### src/pkg/pmb_map.svh
// Address map, field positions and sizes of the program memory bank select
`ifndef PMB_MAP_SVH
`define PMB_MAP_SVH

`define PMB_PAGE_SEL_ADDR   8'hca
`define PMB_PAGE_SEL_RESET  3'h0
`define PMB_PAGE_CODE_MSB   2
`define PMB_UPPER_HALF_BIT  11
`define PMB_STATIC_PAGE     3'h1
`define PMB_PC_WIDTH        12
`define PMB_PHYS_WIDTH      14
`define PMB_STACK_DEPTH     6

`endif

### src/pkg/pmb_pkg.sv
// Types shared by the program memory bank select logic
`include "pmb_map.svh"

package pmb_pkg;

    typedef logic [`PMB_PC_WIDTH-1:0]   pmb_pc_t;
    typedef logic [`PMB_PHYS_WIDTH-1:0] pmb_phys_t;
    typedef logic [2:0]                 pmb_page_t;

    typedef enum logic [1:0] {
        PMB_OP_NONE,
        PMB_OP_PUSH,
        PMB_OP_POP
    } pmb_stack_op_e;

endpackage

### src/rtl/pmb_bank_select.sv
// Program memory paging with page register and six entry return stack
//
// Functional notes
// - Six entry twelve bit stack holds pushed return addresses only, not the current PC.
// - Program counter is twelve bits, reaching a 4K window directly.
// - Physical program memory is 2K banks, up to 16K bytes total.
// - Lower window fetches use page code last written at data address CAh.
// - Upper 2K of the window always maps to the fixed static page.
// - Page 1 and the static page reach the same physical locations.
// - Three low page bits give pages 0 to 7; PC bit 11 forces static.
// - Page register is write only; software sets it before switched fetch.
`timescale 1ns/10ps
`default_nettype none
`include "pmb_map.svh"

module pmb_bank_select
    import pmb_pkg::*;
#(
    parameter int STACK_DEPTH = `PMB_STACK_DEPTH
) (
    input  wire logic          sys_clk,
    input  wire logic          nrst,
    input  wire logic          data_wr_en,
    input  wire logic [7:0]    data_wr_addr,
    input  wire logic [7:0]    data_wr_data,
    input  wire logic          fetch_valid,
    input  wire pmb_pc_t       fetch_pc,
    input  wire pmb_stack_op_e stack_op,
    input  wire pmb_pc_t       stack_push_data,
    output logic               prog_rd_en,
    output pmb_phys_t          prog_addr,
    output pmb_pc_t            stack_top,
    output logic [2:0]         stack_level,
    output logic               stack_full,
    output logic               stack_empty
);

    // ************************************************************
    // Page register
    // ************************************************************
    pmb_page_t page_code_bits;
    wire       page_wr;
    wire       fetch_upper_half_bit;
    pmb_page_t fetch_page;
    pmb_phys_t next_prog_addr;

    // Write only, no read path
    assign page_wr = data_wr_en && (data_wr_addr == `PMB_PAGE_SEL_ADDR);

    always_ff @(posedge sys_clk or negedge nrst) begin
        if (!nrst) begin
            page_code_bits <= `PMB_PAGE_SEL_RESET;
        end else if (page_wr) begin
            page_code_bits <= data_wr_data[`PMB_PAGE_CODE_MSB:0];
        end
    end

    // ************************************************************
    // Fetch address formation
    // ************************************************************
    function automatic pmb_phys_t map_fetch(input pmb_pc_t pc,
                                            input pmb_page_t pg);
        pmb_page_t sel;
        sel = pc[`PMB_UPPER_HALF_BIT] ? `PMB_STATIC_PAGE : pg;
        return {sel, pc[`PMB_UPPER_HALF_BIT-1:0]};
    endfunction

    assign fetch_upper_half_bit = fetch_pc[`PMB_UPPER_HALF_BIT];
    assign fetch_page = fetch_upper_half_bit ? `PMB_STATIC_PAGE
                                             : page_code_bits;
    assign next_prog_addr = map_fetch(fetch_pc, page_code_bits);

    always_ff @(posedge sys_clk or negedge nrst) begin
        if (!nrst) begin
            prog_rd_en <= 1'b0;
            prog_addr  <= '0;
        end else begin
            prog_rd_en <= fetch_valid;
            if (fetch_valid) begin
                prog_addr <= next_prog_addr;
            end
        end
    end

    // ************************************************************
    // Return stack
    // ************************************************************
    pmb_pc_t    stack_mem [STACK_DEPTH];
    logic [2:0] next_level;
    wire        do_push;
    wire        do_pop;

    // Push on full drops the oldest entry, pop on empty is ignored
    assign do_push = (stack_op == PMB_OP_PUSH);
    assign do_pop  = (stack_op == PMB_OP_POP) && (stack_level != 3'h0);
    assign next_level = do_push ? ((stack_level == 3'(STACK_DEPTH)) ?
                                   stack_level : stack_level + 3'h1)
                      : do_pop  ? stack_level - 3'h1
                      : stack_level;

    always_ff @(posedge sys_clk or negedge nrst) begin
        if (!nrst) begin
            for (int i = 0; i < STACK_DEPTH; i++) begin
                stack_mem[i] <= '0;
            end
        end else if (do_push) begin
            stack_mem[0] <= stack_push_data;
            for (int i = 1; i < STACK_DEPTH; i++) begin
                stack_mem[i] <= stack_mem[i-1];
            end
        end else if (do_pop) begin
            for (int i = 0; i < STACK_DEPTH-1; i++) begin
                stack_mem[i] <= stack_mem[i+1];
            end
            stack_mem[STACK_DEPTH-1] <= '0;
        end
    end

    always_ff @(posedge sys_clk or negedge nrst) begin
        if (!nrst) begin
            stack_level <= 3'h0;
            stack_top   <= '0;
            stack_full  <= 1'b0;
            stack_empty <= 1'b1;
        end else begin
            stack_level <= next_level;
            stack_full  <= (next_level == 3'(STACK_DEPTH));
            stack_empty <= (next_level == 3'h0);
            if (do_push) begin
                stack_top <= stack_push_data;
            end else if (do_pop) begin
                stack_top <= stack_mem[1];
            end
        end
    end
endmodule // pmb_bank_select

`default_nettype wire

### config.mk
export PLATFORM = sky130hd
export DESIGN_NAME = pmb_bank_select
export DESIGN_NICKNAME = d
export VERILOG_FILES = /design/src/pkg/pmb_pkg.sv /design/src/rtl/pmb_bank_select.sv
export VERILOG_INCLUDE_DIRS = /design/src /design/src/pkg
export SDC_FILE = /design/constraint.sdc
export NUM_CORES = 1
export LEC_CHECK = 0
export BUFFER_PORTS_ARGS = -buffer_cell sky130_fd_sc_hd__buf_4
export CAP_MARGIN = 20
export CORE_UTILIZATION = 48
export CTS_CLUSTER_DIAMETER = 100
export DETAILED_ROUTE_END_ITERATION = 7
export PLACE_DENSITY = 0.7
export SYNTH_ARGS = -nofsm -noshare
export SYNTH_HDL_FRONTEND = slang
export SYNTH_SLANG_ARGS = --single-unit
### constraint.sdc
create_clock -name sys_clk -period 2.13 [get_ports sys_clk]
set_clock_uncertainty 0.1 [all_clocks]
set_input_delay 0.426 -clock sys_clk [delete_from_list [all_inputs] [get_ports sys_clk]]
set_output_delay 0.426 -clock sys_clk [all_outputs]
set_load 0.05 [all_outputs]
Yosys cells after proc, flatten, opt, wreduce, memory -nomap -nowiden. Index checks and enable logic that the tools add are counted.

Register bits after elaboration: 107. Output and inout port bits: 32. Word-level logic and storage cells: 33.

$add $sub $neg: 2. Equality and inequality tests: 5. Muxes and demuxes: 8. Reduce and logical (&&, ||, !) cells: 5.

Operators with widths (count): 72-bit 2-to-1 mux (2); 12-bit 2-to-1 mux (2); 3-bit 2-to-1 mux (4); 8-bit equality test (second input constant) (1); 3-bit equality test (second input constant) (2); 3-bit by 1-bit adder with 3-bit output (second input constant) (1); 3-bit zero test (1); 3-bit nonzero test (1); 3-bit by 1-bit subtractor with 3-bit output (second input constant) (1); 2-bit by 1-bit equality test with 1-bit output (second input constant) (1); 2-bit equality test (second input constant) (1); 1-bit logical AND (2); 2-bit nonzero test (1).

Logic depth before layout (Yosys ltp).
Depth after elaboration: 5. Mapped depth: 9. Depth with buffers taken out: 7.

Worst setup path before layout. No wires, ideal clock.

Path kind: register to register. Start point: register stack_level[0]. End point: register stack_mem[38] (netlist bit). Setup time: 0.132 ns. Arrival: 2.049 ns. Setup slack: -0.151 ns. Stages on the path, launching flop included: 9. Buffers on the path: 2. Cells stage by stage: dfrtp_1 -> inv_1 -> ha_1 -> ha_1 -> nor3b_2 -> buf_4 -> buf_4 -> mux2i_1 -> o21ai_1.

Cells in the longest elaborated chain, start to end: 3.

Ends and longest elaborated chain: from (decl) (RTL line pmb_bank_select.sv:33) `output logic [2:0] stack_level,`; from (signal assigned) (RTL line pmb_bank_select.sv:126) `stack_level <= next_level;`; 3-bit nonzero test (RTL line pmb_bank_select.sv:95) `assign do_pop = (stack_op == PMB_OP_POP) && (stack_level != 3'h0);`; 1-bit logical AND (RTL line pmb_bank_select.sv:95); 2-bit nonzero test (no source line); to (signal, indexed assignment) (RTL line pmb_bank_select.sv:109) `stack_mem[i] <= stack_mem[i-1];`; to (signal, indexed assignment) (RTL line pmb_bank_select.sv:113) `stack_mem[i] <= stack_mem[i+1];`; to (decl) (RTL line pmb_bank_select.sv:88) `pmb_pc_t stack_mem [STACK_DEPTH];`.

Every way passes these cells. A chain may end at the register's enable or synchronous reset.

Worst setup path in the final report.
Start point: register stack_level[0]. End point: register stack_mem[22] (netlist bit).

Same word-level chain as after synthesis.

==> out/qor.csv <==
metric;value;unit
antenna violations before repair;0;
number of cells after detailed placement;556;
Final setup viols;0;
Final Wtd Congestion;0.724;
I/O pin count;78;
number of I/O port buffers;72;
Crit path buffers/inverters;3;
status;complete, no violations;
Hold Path Depth;3;
Synth Net Count;451;
Post-Route WL;7850;microns
Synth top area share;54.5;%
slew at the pin closest to its max-slew limit;622;ps
Synth Cell Area;0.00432;sq mm
most used cell, CP;ha_1;
Slew HR;58.5;%
Setup TNS Final;0;ps
vias;2964;
share of cells above drive strength 1;27.0;%
Hold Fails Final Rpt;0;
Worst Reg2Reg Path Length in Cells;8;
Reg2Reg Setup Slack;120;ps
leakage;2.37;nW
Cell Pwr Density;1090;mW/mm^2
CP peak stage delay;370;ps
largest net degree at the start of global routing;89;
cells after synthesis;401;
Root Driver;clkbuf_8;
area grow syn2layout;19.2;%
GRT overflow;0;
core outline area;0.00872;sq mm
clk sinks;95;
Finished Layout Cells;575;
crit end category;flop;
hpwl dp;5240;microns
Placement Setup Slack;-35.2;ps
DIE HEIGHT;96.8;microns
die span in x;96.8;microns
CTS H-Tree Depth;3;
post-synthesis average cell area;10.8;sq um
most frequent cells in the layout;98 x nand2_1, 92 x dfrtp_1, 81 x buf_4;
commonest non-fill, non-tap cell in the layout;nand2_1;
Iter 0 DRT Violations;124;
Final Max Tran Viols;0;
cts bufs inserted;9;
Filler cells;721;
Tcrit/Tclk final;94.2;%
Via density;5.15;
Most used DFF post-synth;dfrtp_1;
design area;0.00514;sq mm
Routed Antenna Nets;0;
DP Area;0.00488;sq mm
Worst-path clk slew;100;ps
Rows;34;
YS warnings;0;
Skew-Pair Late Insertion Delay;360;ps
storage element area;0.00238;sq mm
number of global-route vias before repair;2921;
die footprint;0.00938;sq mm
RR Endpoint;stack_mem[22];
Final min period;2010;ps
FF-to-FF Start;stack_level[0];
TritonCTS clock tree;built;
final core occ;59.0;%
slowest stage cell on the critical path;dfrtp_2;
Crit Path Class;flop to flop;
Multi-input gate area;0.00169;sq mm
largest cells by area after synthesis;dfrtp_1 54%, mux2i_1 11%, nand2_1 8.5%;
GRT Util Overall;17.7;%
cell family with the largest share of critical-path delay;buffers and inverters;
sequential area share after synthesis;55.1;%
RSZ-0062 raised after global routing;no;
Nets;512;
#FFs+latches synth;95;
Async S/R FF share, synth;100;%
Max Cap Viol;0;
cells along the critical path;inv_1, ha_1, ha_1, nor3b_4, buf_12, clkbuf_16, mux2i_1, o21ai_1;
Fmax achieved;498;MHz
startpoint class of the critical path;flop;
Max clock buf depth;2;
worst vdd ir;0.000691;V
critical path required time;2260;ps
Initial DRT Pass Iterations;4;
antenna fix cells;0;
WL/cell;13.7;microns
CP Max Fanout;28;
worst hold endpoint;stack_mem[60];
starting density of the core;49.5;%
Hold Crit Start;stack_push_data[0];
Synth cell types;32;
first-pass GRT wire length;13700;microns
area leader, netlist;dfrtp_1;
Final WS setup;123;ps
DRC viols;0;
HP Class;primary input to flop;
Worst EP arrival;2140;ps
Post-synth EDFFs;0;
[worst reg2reg max path, cell delays in order (launching register included)]
cell	delay, ps
dfrtp_2	370
inv_1	50
ha_1	190
ha_1	230
nor3b_4	240
buf_12	150
clkbuf_16	230
mux2i_1	240
o21ai_1	80
[cell usage after synthesis (3+ instances only)]
cell       n
clkbuf_1   9
nand3b_1   3
dfrtp_1   94
o21ai_0    4
nor2_1     3
buf_4     14
o21ai_1   60
ha_1       4
mux2i_1   48
nand2_1   98
mux2_2    15
a22oi_1   12
buf_2      8
buf_6      5
inv_1      5
[where the power goes]
part | internal, mW | switching, mW | total (mW)
Sequential | 2.27 | 0.346 | 2.62
Combinational | 0.715 | 1.03 | 1.75
Clock | 0.569 | 0.668 | 1.24
[worst max path at each step]
stage | start | slack (ps) | end | cells after the start
2_1_floorplan | stack_level[0] | 30 | stack_mem[38] | 8
3_3_place_gp | stack_level[0] | 20 | stack_mem[64] | 7
3_5_place_dp | stack_level[0] | -40 | stack_mem[62] | 7
4_1_cts | stack_level[0] | 30 | stack_mem[22] | 7
5_1_grt | stack_level[0] | 2 | stack_mem[17] | 8
6_report | stack_level[0] | 120 | stack_mem[22] | 8
[layer usage]
metal | GRT usage (%) | wire (microns) | vias to the layer above
li1 | - | - | 1475
met1 | 24.5 | 3750 | 1441
met2 | 28.1 | 3820 | 38
met3 | 2.24 | 144 | 10
met4 | 7.92 | 137 | 0
met5 | 0 | 0 | -
[timing repair]
| item | in CTS | in global routing |
|---|---|---|
| hold endpoints to repair | 26 | 0 |
| buffers inserted | 0 | 1 |
| pin swaps | 0 | 1 |
| setup endpoints to repair | 11 | 43 |
| resized for setup | 1 | 4 |
| cloned | 0 | 1 |
| hold buffers | 1 | 0 |
[cells by family (layout without fill, tap and decap cells)]
family	after synthesis	in the layout	share of synthesized area [%]
AOI/OAI and AO/OA	79	79	10.6
buffers and inverters	42	108	5.97
xor gates and xnor gates	1	1	0.377
and+or+nand+nor	116	116	11.5
adders and majority gates	4	4	1.16
muxes	64	64	15.3
DFF	95	95	55.1
[layout make-up]
class                           instances  share of cell area [%]
Clock inverter                          7                    1.68
Timing Repair Buffer                   87                    13.8
Tap cell                              108                    2.63
Multi-Input combinational cell        264                    32.9
Clock buffer                            9                    2.41
Sequential cell                        95                    46.3
Inverter                                5                   0.365
[metrics by stage]
| stage | hold slack, ps | power, mW |
|---|---|---|
| floorplan | 30.4 | 3.91 |
| global placement | 292 | 4.30 |
| detailed placement | 296 | 4.40 |
| CTS | 173 | 5.64 |
| global route | 178 | 5.97 |
| finish | 186 | 5.60 |
[flip-flops by register name (all words and copies together) (netlist names)]
signal and cells:
stack_full 1, stack_mem 72, stack_level 3, stack_empty 1
prog_addr 14, page_code_bits 3, prog_rd_en 1
Note: power is estimated with default switching activity, not from simulation.
